### src/deg_pkg.sv
package deg_pkg;
  localparam int unsigned NUM_EVT = 64;
  localparam int unsigned HALF = 32;
  localparam int unsigned ADDR_W = 6;
  // Word offsets (byte address = 4 * index)
  localparam logic [5:0] OFS_CHAIN_LO = 6'h00;
  localparam logic [5:0] OFS_CHAIN_HI = 6'h01;
  localparam logic [5:0] OFS_EXT_LO = 6'h02;
  localparam logic [5:0] OFS_EXT_HI = 6'h03;
  localparam logic [5:0] OFS_MAN_LO = 6'h04;
  localparam logic [5:0] OFS_MAN_HI = 6'h05;
  localparam logic [5:0] OFS_EN_LO = 6'h06;
  localparam logic [5:0] OFS_EN_HI = 6'h07;
  localparam logic [5:0] OFS_EN_CLR_LO = 6'h08;
  localparam logic [5:0] OFS_EN_CLR_HI = 6'h09;
  localparam logic [5:0] OFS_EN_SET_LO = 6'h0a;
  localparam logic [5:0] OFS_EN_SET_HI = 6'h0b;
  localparam logic [5:0] OFS_MISS_LO = 6'h0c;
  localparam logic [5:0] OFS_MISS_HI = 6'h0d;
  localparam logic [5:0] OFS_IRQ_STAT = 6'h0e;
  localparam logic [5:0] OFS_IRQ_MASK = 6'h0f;
  // Interrupt status bit positions
  localparam int unsigned IRQ_W = 3;
  localparam int unsigned IRQ_MISS = 0;
  localparam int unsigned IRQ_DISPATCH = 1;
  localparam int unsigned IRQ_GATED = 2;
  localparam logic [31:0] RST_WORD = 32'h0000_0000;
  localparam logic [31:0] UNMAPPED_DATA = 32'h0000_0000;
endpackage : deg_pkg

### src/deg_prio.sv
// Fixed-priority picker: lowest event number wins
module deg_prio #(
  parameter int unsigned N = 64,
  parameter int unsigned IW = 6
) (
  // Clock and reset
  input wire logic i_clk_sys,
  input wire logic i_rst_n,
  // Candidate vector and handshake
  input wire logic [N-1:0] i_cand,
  input wire logic i_take,
  // Registered pick
  output logic o_valid,
  output logic [IW-1:0] o_idx
);
  typedef struct packed {
    logic valid;
    logic [IW-1:0] idx;
  } deg_prio_st_t;

  deg_prio_st_t s_q, s_d;

  // Scan from the top so the lowest index is left standing
  always_comb begin
    s_d = s_q;
    if (i_take || !s_q.valid) begin
      s_d.valid = 1'b0;
      s_d.idx = '0;
      for (int i = N - 1; i >= 0; i--) begin
        if (i_cand[i]) begin
          s_d.valid = 1'b1;
          s_d.idx = IW'(i);
        end
      end
    end
  end

  always_ff @(posedge i_clk_sys or negedge i_rst_n) begin
    if (!i_rst_n) begin
      s_q <= '0;
    end else begin
      s_q <= s_d;
    end
  end

  assign o_valid = s_q.valid;
  assign o_idx = s_q.idx;
endmodule : deg_prio

### src/deg_gate.sv
// Event-enable gating: flags, enables, pick and Avalon-MM slave
module deg_gate #(
  parameter int unsigned N = deg_pkg::NUM_EVT
) (
  // Clock and reset
  input wire logic i_clk_sys,
  input wire logic i_rst_n,
  // Event sources, one-cycle pulses per event
  input wire logic [N-1:0] i_ext_evt,
  input wire logic [N-1:0] i_chain_done,
  // Transfer submission handshake
  input wire logic i_sub_ready,
  output logic o_sub_valid,
  output logic [5:0] o_sub_evt,
  // Avalon-MM slave
  input wire logic [deg_pkg::ADDR_W-1:0] i_avs_address,
  input wire logic i_avs_read,
  input wire logic i_avs_write,
  input wire logic [31:0] i_avs_writedata,
  input wire logic [3:0] i_avs_byteenable,
  output logic [31:0] o_avs_readdata,
  output logic o_avs_waitrequest,
  // Interrupt
  output logic o_irq
);
  localparam int unsigned H = deg_pkg::HALF;

  typedef struct packed {
    logic [N-1:0] ext;
    logic [N-1:0] chain;
    logic [N-1:0] man;
    logic [N-1:0] en;
    logic [N-1:0] miss;
    logic [deg_pkg::IRQ_W-1:0] stat;
    logic [deg_pkg::IRQ_W-1:0] mask;
    logic [31:0] rdata;
    logic ack;
    logic sub_valid;
    logic [5:0] sub_evt;
    logic irq;
  } deg_gate_st_t;

  deg_gate_st_t s_q, s_d;
  logic [N-1:0] cand;
  logic pick_valid;
  logic [5:0] pick_idx;
  logic take;
  logic [N-1:0] took;

  // Manual and chained requests bypass enables; external ones do not
  assign cand = ((s_q.ext & s_q.en) | s_q.chain | s_q.man) & ~took;
  assign take = pick_valid && (!s_q.sub_valid || i_sub_ready);

  // Event handed over this cycle; its flag clears only at this edge, so
  // masking it keeps the picker from choosing the same event twice
  always_comb begin
    took = '0;
    if (take) begin
      took[pick_idx] = 1'b1;
    end
  end

  deg_prio #(
    .N(N),
    .IW(6)
  ) u_prio (
    .i_clk_sys(i_clk_sys),
    .i_rst_n(i_rst_n),
    .i_cand(cand),
    .i_take(take),
    .o_valid(pick_valid),
    .o_idx(pick_idx)
  );

  // Next state: bus access, flag updates, submission, interrupt
  always_comb begin
    logic acc;
    logic wr;
    logic [31:0] wd;
    logic [N-1:0] sv;
    logic [N-1:0] en_set;
    logic [N-1:0] en_clr;
    logic [N-1:0] man_set;
    logic [N-1:0] miss_new;
    logic [deg_pkg::IRQ_W-1:0] ev;
    logic [31:0] rd;
    acc = (i_avs_read || i_avs_write) && !s_q.ack;
    wr = acc && i_avs_write;
    wd = i_avs_writedata;
    for (int b = 0; b < 4; b++) begin
      if (!i_avs_byteenable[b]) begin
        wd[b*8 +: 8] = 8'h00;
      end
    end
    sv = '0;
    en_set = '0;
    en_clr = '0;
    man_set = '0;
    miss_new = '0;
    ev = '0;
    rd = deg_pkg::UNMAPPED_DATA;
    s_d = s_q;
    // One wait state per access; ack releases waitrequest
    s_d.ack = acc;
    // Writes to the enable words themselves are dropped
    if (wr) begin
      unique case (i_avs_address)
        deg_pkg::OFS_EN_SET_LO: en_set[H-1:0] = wd;
        deg_pkg::OFS_EN_SET_HI: en_set[N-1:H] = wd;
        deg_pkg::OFS_EN_CLR_LO: en_clr[H-1:0] = wd;
        deg_pkg::OFS_EN_CLR_HI: en_clr[N-1:H] = wd;
        deg_pkg::OFS_MAN_LO: man_set[H-1:0] = wd;
        deg_pkg::OFS_MAN_HI: man_set[N-1:H] = wd;
        deg_pkg::OFS_IRQ_MASK: s_d.mask = wd[deg_pkg::IRQ_W-1:0];
        default: ;
      endcase
    end
    // Clear applied after set so clear wins on the same bit
    s_d.en = (s_q.en | en_set) & ~en_clr;
    // Serviced event: hardware clear of its chain and manual flags, and of its external flag when enabled
    if (take) begin
      sv[pick_idx] = 1'b1;
      ev[deg_pkg::IRQ_DISPATCH] = 1'b1;
    end
    // Re-arrival on a set chain or manual flag merges into it and is recorded as missed
    miss_new = (i_chain_done & s_q.chain) | (man_set & s_q.man);
    // Latch every external event, enabled or not
    s_d.ext = (s_q.ext & ~(sv & s_q.en)) | i_ext_evt;
    // Set beats hardware clear in the same cycle
    s_d.chain = (s_q.chain & ~sv) | i_chain_done;
    s_d.man = (s_q.man & ~sv) | man_set;
    s_d.miss = s_q.miss | miss_new;
    if (|miss_new) begin
      ev[deg_pkg::IRQ_MISS] = 1'b1;
    end
    if (|(i_ext_evt & ~s_q.en)) begin
      ev[deg_pkg::IRQ_GATED] = 1'b1;
    end
    // Read mux
    unique case (i_avs_address)
      deg_pkg::OFS_CHAIN_LO: rd = s_q.chain[H-1:0];
      deg_pkg::OFS_CHAIN_HI: rd = s_q.chain[N-1:H];
      deg_pkg::OFS_EXT_LO: rd = s_q.ext[H-1:0];
      deg_pkg::OFS_EXT_HI: rd = s_q.ext[N-1:H];
      deg_pkg::OFS_MAN_LO: rd = s_q.man[H-1:0];
      deg_pkg::OFS_MAN_HI: rd = s_q.man[N-1:H];
      deg_pkg::OFS_EN_LO: rd = s_q.en[H-1:0];
      deg_pkg::OFS_EN_HI: rd = s_q.en[N-1:H];
      deg_pkg::OFS_MISS_LO: rd = s_q.miss[H-1:0];
      deg_pkg::OFS_MISS_HI: rd = s_q.miss[N-1:H];
      deg_pkg::OFS_IRQ_STAT: rd = {29'h0, s_q.stat};
      deg_pkg::OFS_IRQ_MASK: rd = {29'h0, s_q.mask};
      default: rd = deg_pkg::UNMAPPED_DATA; // Write-only and unmapped
    endcase
    if (acc && i_avs_read) begin
      s_d.rdata = rd;
    end
    // Read of status clears it; a new event in that cycle survives
    if (acc && i_avs_read && i_avs_address == deg_pkg::OFS_IRQ_STAT) begin
      s_d.stat = ev;
    end else begin
      s_d.stat = s_q.stat | ev;
    end
    s_d.irq = |(s_d.stat & s_d.mask);
    // Submission register holds until accepted downstream
    if (take) begin
      s_d.sub_valid = 1'b1;
      s_d.sub_evt = pick_idx;
    end else if (i_sub_ready) begin
      s_d.sub_valid = 1'b0;
    end
  end

  always_ff @(posedge i_clk_sys or negedge i_rst_n) begin
    if (!i_rst_n) begin
      s_q <= '0;
    end else begin
      s_q <= s_d;
    end
  end

  assign o_sub_valid = s_q.sub_valid;
  assign o_sub_evt = s_q.sub_evt;
  assign o_avs_readdata = s_q.rdata;
  assign o_avs_waitrequest = !s_q.ack;
  assign o_irq = s_q.irq;
endmodule : deg_gate

### config.mk
export PLATFORM = sky130hd
export DESIGN_NAME = deg_gate
export DESIGN_NICKNAME = d
export VERILOG_FILES = /design/src/deg_pkg.sv /design/src/deg_prio.sv /design/src/deg_gate.sv
export SDC_FILE = /design/constraint.sdc
export NUM_CORES = 1
export LEC_CHECK = 0
export BUFFER_PORTS_ARGS = -buffer_cell sky130_fd_sc_hd__buf_2
export CAP_MARGIN = 5
export CORE_ASPECT_RATIO = 1.2
export CORE_MARGIN = 2
export CORE_UTILIZATION = 45
export DETAILED_ROUTE_END_ITERATION = 16
export SYNTH_ARGS = -nofsm -noshare
export SYNTH_HDL_FRONTEND = slang
export SYNTH_SLANG_ARGS = --single-unit
### constraint.sdc
create_clock -name i_clk_sys -period 3.3 [get_ports i_clk_sys]
set_input_delay 0.66 -clock i_clk_sys [delete_from_list [all_inputs] [get_ports i_clk_sys]]
set_output_delay 0.66 -clock i_clk_sys [all_outputs]
set_load 0.02 [all_outputs]
==> key figures, run 1 <==
Yosys
  • Mean Syn Cell Area: 9.840 um2
  • Post-synth top cells: dfrtp_1, a21oi_1, a21o_1
  • Ys flop type: dfrtp_1
  • Syn Nets: 2,187
  • Synth Cell Area: 19,800 um2
  • Asr flop ratio synth: 1.000
  • Post-Synthesis Cells: 2,012
  • Ranking of synthesized cells by area: dfrtp_1, a21o_1, a21oi_1
  • Netlist cell types: 73
  • Number of enable flip-flop cells after synthesis: 0
  • Count leader, synth: dfrtp_1
  • Seq/Total Area, Yosys: 0.4727
  • Area leader, netlist: dfrtp_1
  • Synth Register Bits: 374
  • Yosys warns: 0
  • Post-synth top area share: 0.4727

Timing
  • Clock Skews: 0.01599 ns
  • RSZ-0062 raised after global routing: false
  • Tcrit/Tclk final: 0.9527
  • Setup TNS Final: 0 ns
  • Max frequency: 0.3181 GHz
  • Final hold viol count: 0
  • Max-slew violation count: 0
  • Slew @ Worst Pin: 0.8760 ns
  • Final hold slack: 0.02840 ns
  • Setup slack after layout: 0.1561 ns
  • Crit path time final: 3.144 ns
  • Final setup fails: 0
  • Slew headroom: 0.4128

Layout
  • Fin area: 23,940 um2
  • NumNets Final: 2,451
  • Storage cell area: 9359 um2
  • Share of layout cells above drive strength 1: 0.2472
  • Fin cells: 2,869
  • Multi-input gate area: 9562 um2
  • Fillers: 3,927
  • Area Growth Syn to Fin: 20.90%

Power and ir drop
  • P_int: 8174 uW
  • Leak: 0.009590 uW
  • Worst IR Drop VDD: 0.4142 mV
  • Combinational share of power: 0.130
  • Pwr Density: 474.7 nW/um2
  • Clock share of power: 0.439
  • Sw frac: 0.2806
  • Flop pwr share: 0.432
  • Psw: 3189 uW

Critical path
  • Required time worst endpoint: 3.75 ns
  • Crit-path max FO: 8
  • Startpoint Class: register
  • Reg2Reg Depth: 9
  • CP arrival: 3.59 ns
  • Most numerous cell on the critical path: buf_4
  • R2R Path End: o_irq
  • Reg2Reg Setup Slack: 0.16 ns
  • Critical path endpoint category: register
  • Crit-path cells: and3b_2 > buf_4 > and2_2 > buf_4 > a32o_1 > nor4_2 > nand4_1 > nor4_1 > a31oi_1
  • Family with the most delay on the worst path: simple AND/OR/NAND/NOR gates
  • Slowest stage cell, crit path: nor4_2
  • Critical path class: reg -> reg
  • Crit-path max cell delay: 0.60 ns
  • RR Startpoint: s_q[8]
  • Count of buffer and inverter cells on the critical path: 2

Detailed routing
  • Vias per cell: 6.772
  • Antenna Violating Nets Remaining: 0
  • Residual DRC: 0
  • Drt total wl: 88,810 um
  • Drt first pass iters: 9
  • Vias: 19,428
  • WL/cell: 30.96 um
  • Initial DRC Count: 2,257

Place
  • Post-detail-place hpwl: 65,820 um
  • Placed cell count: 2,791
  • Placed cell area: 22,480 um2
  • GPL Wtd Cong: 1.026
  • Setup WS pre-CTS: -0.2916 ns
  • Port bufs: 215

GRT
  • Global route total overflow: 0
  • Initial antenna violation count: 7
  • Largest net degree at the start of global routing: 84
  • Gr usage total: 0.3847
  • First-pass GRT wire length: 127,600 um
  • Vias in the first global route: 18,853

Die
  • Initial Util: 0.4539
  • Total I/O pin count: 216
  • Die H: 233.8 um
  • Die area: 45,700 um2
  • Rows: 84
  • CORE AREA: 43,620 um2
  • Die W: 195.5 um

Clock network
  • Hold-fix buffers at CTS: 0
  • H-tree lvl count: 2
  • Root buffer cell: clkbuf_16
  • Clock tree buffer depth: 3
  • Clk pin slew, worst setup/hold paths: 0.06 ns
  • Clock sinks: 374
  • Clock tree from TritonCTS: yes
  • Number of buffers created by CTS: 42
  • Worst-skew pair later-pin latency: 0.58 ns

Status
  • Status: completed

Min path
  • Hold WC Path Type: in -> async

Job
  • Max cap viols: 0
power groups by stage:
stage               Combinational (uW)  Sequential [uW]  Clock [uW]
global placement                  1440             4970           0
floorplan                          622             4920           0
global route                      1540             4920        5160
CTS                               1440             4890        5020
finish                            1480             4900        4980
detailed placement                1440             4970           0
final cells by class:
class,instances,area share
inverter,26,0.004077
multi-input combinational,1423,0.3995
clock buffer,64,0.05463
antenna,4,0.0004182
sequential,374,0.3910
tap,559,0.02922
timing repair buffer,409,0.1156
clock inverter,10,0.005541
metrics by stage:
step | power, uW | util
2_1_floorplan | 5539 | -
3_3_place_gp | 6407 | 0.5154
3_5_place_dp | 6411 | 0.5154
4_1_cts | 11350 | 0.5484
5_1_grt | 11610 | 0.5485
6_report | 11360 | 0.5488
routing by layer:
| metal | share of wire | track usage | up-vias | routed length [um] |
|---|---|---|---|---|
| met4 | 0.062 | 0.2166 | 6 | 5465 |
| met2 | 0.46 | 0.6215 | 1180 | 40900 |
| li1 | - | - | 8256 | - |
| met3 | 0.082 | 0.07277 | 285 | 7260 |
| met1 | 0.40 | 0.4887 | 9701 | 35140 |
| met5 | 0.00050 | 0 | - | 44 |
cell usage in the layout (no fill, tap or decap), types with 24 or more instances in the layout:
cell type	n
a211o_1	24
a211oi_1	80
a21o_1	144
a21oi_1	171
a222oi_1	32
a22o_1	68
a22oi_1	50
a32o_1	43
a32oi_1	26
buf_2	214
buf_4	176
clkbuf_16	45
dfrtp_1	374
inv_1	26
mux2i_1	34
nand2_1	131
nand2b_1	35
nand3_1	97
nor2_1	48
nor2b_1	57
o21ai_0	54
or2_2	42
cells by family after synthesis:
logic type             share of synthesized area
AO/OA/AOI/OAI                             0.3036
AND/OR/NAND/NOR                           0.1534
flip-flops                                0.4727
buffers and inverters                    0.04967
multiplexers                             0.02060
how the worst max path moves through the flow:
stage	start	to	slack, ns	depth (start not counted)
6_report	s_q[8]	o_irq	0.16	9
5_1_grt	s_q[8]	o_irq	0.06	9
4_1_cts	s_q[8]	o_irq	0.03	9
3_5_place_dp	i_avs_write	o_irq	-0.29	10
3_3_place_gp	i_avs_write	o_irq	-0.24	10
2_1_floorplan	i_avs_address[2]	o_irq	0.38	9
worst reg2reg max path, cell delays in order, from the launching register on:
cell and delay [ns]:
dfrtp_1 0.44, and3b_2 0.36, buf_4 0.21, and2_2 0.19, buf_4 0.16, a32o_1 0.38
nor4_2 0.60, nand4_1 0.16, nor4_1 0.38, a31oi_1 0.13
state kept, by name, indices dropped and copies added, names as in the netlist:
register,flops
o_irq,1
s_q,327
o_avs_readdata,32
o_sub_valid,1
u_prio.o_idx,6
u_prio.o_valid,1
o_sub_evt,6
timing repair:
action / in CTS / in global routing
endpoints found under the hold margin: 0 / 0
buffers inserted: 0 / 0
endpoints found under the setup margin: 0 / 2
resized for setup: 0 / 1
Power figures use the tool's default switching activity.
==> run 2: changes to the inputs <==
CTS_BUF_LIST = sky130_fd_sc_hd__clkbuf_16   (was default)
CTS_CLUSTER_SIZE = 30   (was default)
==> key figures, run 2 (same netlist as run 1, synthesis figures left out) <==
Place
  • Setup WS pre-CTS: -0.2916 ns (unchanged)
  • GPL Wtd Cong: 1.026 (unchanged)
  • Port bufs: 215 (unchanged)
  • Placed cell count: 2,791 (unchanged)
  • Post-detail-place hpwl: 65,820 um (unchanged)

GRT
  • Gr usage total: 0.3845 (about the same)
  • First-pass GRT wire length: 127,600 um (about the same)
  • Vias in the first global route: 18,867 (+0.074%)
  • Global route total overflow: 0 (unchanged)
  • Largest net degree at the start of global routing: 84 (unchanged)
  • Initial antenna violation count: 6 (-1)

Critical path
  • Crit-path max FO: 8 (unchanged)
  • Reg2Reg Setup Slack: 0.12 ns (-0.04 ns)
  • Critical path endpoint category: register
  • CP arrival: 3.63 ns (+0.04 ns)
  • Critical path class: reg -> reg
  • Required time worst endpoint: 3.75 ns (about the same)
  • Startpoint Class: register

Detailed routing
  • Vias: 19,312 (-0.60%)
  • Vias per cell: 6.738 (-0.49%)
  • Initial DRC Count: 2,228 (-1.3%)
  • Residual DRC: 0 (unchanged)
  • Drt total wl: 88,790 um (about the same)
  • WL/cell: 30.98 um (about the same)
  • Antenna Violating Nets Remaining: 0 (unchanged)
  • Drt first pass iters: 9 (unchanged)

Power and ir drop
  • Leak: 0.009561 uW (-0.30%)
  • Pwr Density: 465.2 nW/um2 (-2.0%)
  • Worst IR Drop VDD: 0.4148 mV (+0.14%)

Layout
  • Max reg flops: 327 (unchanged)
  • Commonest non-fill, non-tap cell in the layout: dfrtp_1
  • Fillers: 3,942 (+0.38%)
  • Fin cells: 2,866 (-0.10%)
  • Share of layout cells above drive strength 1: 0.2424 (-0.004770)
  • Area Growth Syn to Fin: 20.31%
  • NumNets Final: 2,451 (unchanged)
  • Most frequent cells in the layout: dfrtp_1, buf_2, buf_4
  • Reg with most FFs: s_q

Job
  • Max cap viols: 0 (unchanged)

Clock network
  • Number of buffers created by CTS: 42 (unchanged)
  • Clk pin slew, worst setup/hold paths: 0.06 ns (about the same)
  • H-tree lvl count: 2 (unchanged)
  • Postcts setup bufs: 0 (unchanged)
  • Clock tree from TritonCTS: yes
  • Clock sinks: 374 (unchanged)
  • Clock tree buffer depth: 3 (unchanged)
  • Root buffer cell: clkbuf_16
  • Worst-skew pair later-pin latency: 0.57 ns (about the same)

Timing
  • Crit path time final: 3.181 ns (+0.03705 ns)
  • Final setup fails: 0 (unchanged)
  • Slew @ Worst Pin: 0.8995 ns (+0.02350 ns)
  • RSZ-0062 raised after global routing: false
  • Setup slack after layout: 0.1190 ns (-0.03705 ns)
  • Max frequency: 0.3144 GHz (-1.2%)
  • Slew headroom: 0.3971 (-0.01575)
  • Final hold viol count: 0 (unchanged)
  • Tcrit/Tclk final: 0.9639 (+0.01123)
  • Max-slew violation count: 0 (unchanged)
  • Clock Skews: 0.01428 ns (-0.001714 ns)

Die
  • Rows: 84 (unchanged)
  • CORE AREA: 43,620 um2 (unchanged)
  • Initial Util: 0.4539 (unchanged)
  • Die W: 195.5 um (unchanged)
  • Die area: 45,700 um2 (unchanged)
  • Total I/O pin count: 216 (unchanged)
  • Die H: 233.8 um (unchanged)

Min path
  • Hold WC Path Type: in -> async

Status
  • Status: completed
-- run 2: final timing paths --
kind | start | to | cells after the start
worst max-delay path | s_q[8] | o_irq | 9
worst min-delay path | i_rst_n | o_avs_readdata[10] | 1
worst max register to register | s_q[8] | o_irq | 9
worst min register to register | s_q[76] | s_q[76] | 1
max in group asynchronous | i_rst_n | s_q[359] | 2
min in group i_clk_sys | i_ext_evt[10] | s_q[313] | 2
-- run 2: critical path, cell delays in order (launching register included) --
cell and delay [ns]:
dfrtp_1 0.45, and3b_2 0.36, buf_4 0.19, and2_2 0.19, buf_4 0.16, a32o_1 0.39, nor4_2 0.62, nand4_1 0.17
nor4_1 0.37, a31oi_1 0.13
-- run 2: layout make-up --
type                            count  area (um2)  area share
Multi-Input combinational cell   1423        9562      0.4015
Sequential cell                   374        9359      0.3929
Timing Repair Buffer              409        2768      0.1162
Clock buffer                       45        1126     0.04728
Tap cell                          559       699.4     0.02937
Clock inverter                     29       203.9    0.008563
Inverter                           26       97.59    0.004098
Antenna cell                        1       2.502   0.0001051
-- run 2: stage by stage --
step | power (uW) | utilization | area, um2 | TNS, ns | hold WS, ns
CTS | 11060 | 0.5459 | 23810 | 0 | 0.02550
floorplan | 5539 | - | 19800 | 0 | 0.3644
global placement | 6407 | 0.5154 | 22480 | -0.4461 | 0.4482
detailed placement | 6411 | 0.5154 | 22480 | -0.5646 | 0.4516
finish | 11080 | 0.5461 | 23820 | 0 | 0.03146
global route | 11330 | 0.5460 | 23820 | 0 | 0.05384
-- run 2: what timing repair did --
action / CTS / global route
endpoints found under the setup margin: 0 / 2
resized for setup: 0 / 1
hold buffers: 0 / 0
-- run 2: per-layer routing --
metal	vias up	wire length, um	GRT usage
met2	1100	40980	0.6205
met3	263	7569	0.07766
met4	6	5373	0.2197
met1	9681	34820	0.4846
li1	8262	-	-
met5	-	44	0
-- run 2: report_power, final --
| group | leakage, uW | total, uW | internal [uW] | switching [uW] |
|---|---|---|---|---|
| registers | 0.00416 | 4900 | 4720 | 185 |
| logic | 0.00472 | 1480 | 493 | 983 |
| clock network | 0.000685 | 4700 | 2680 | 2020 |
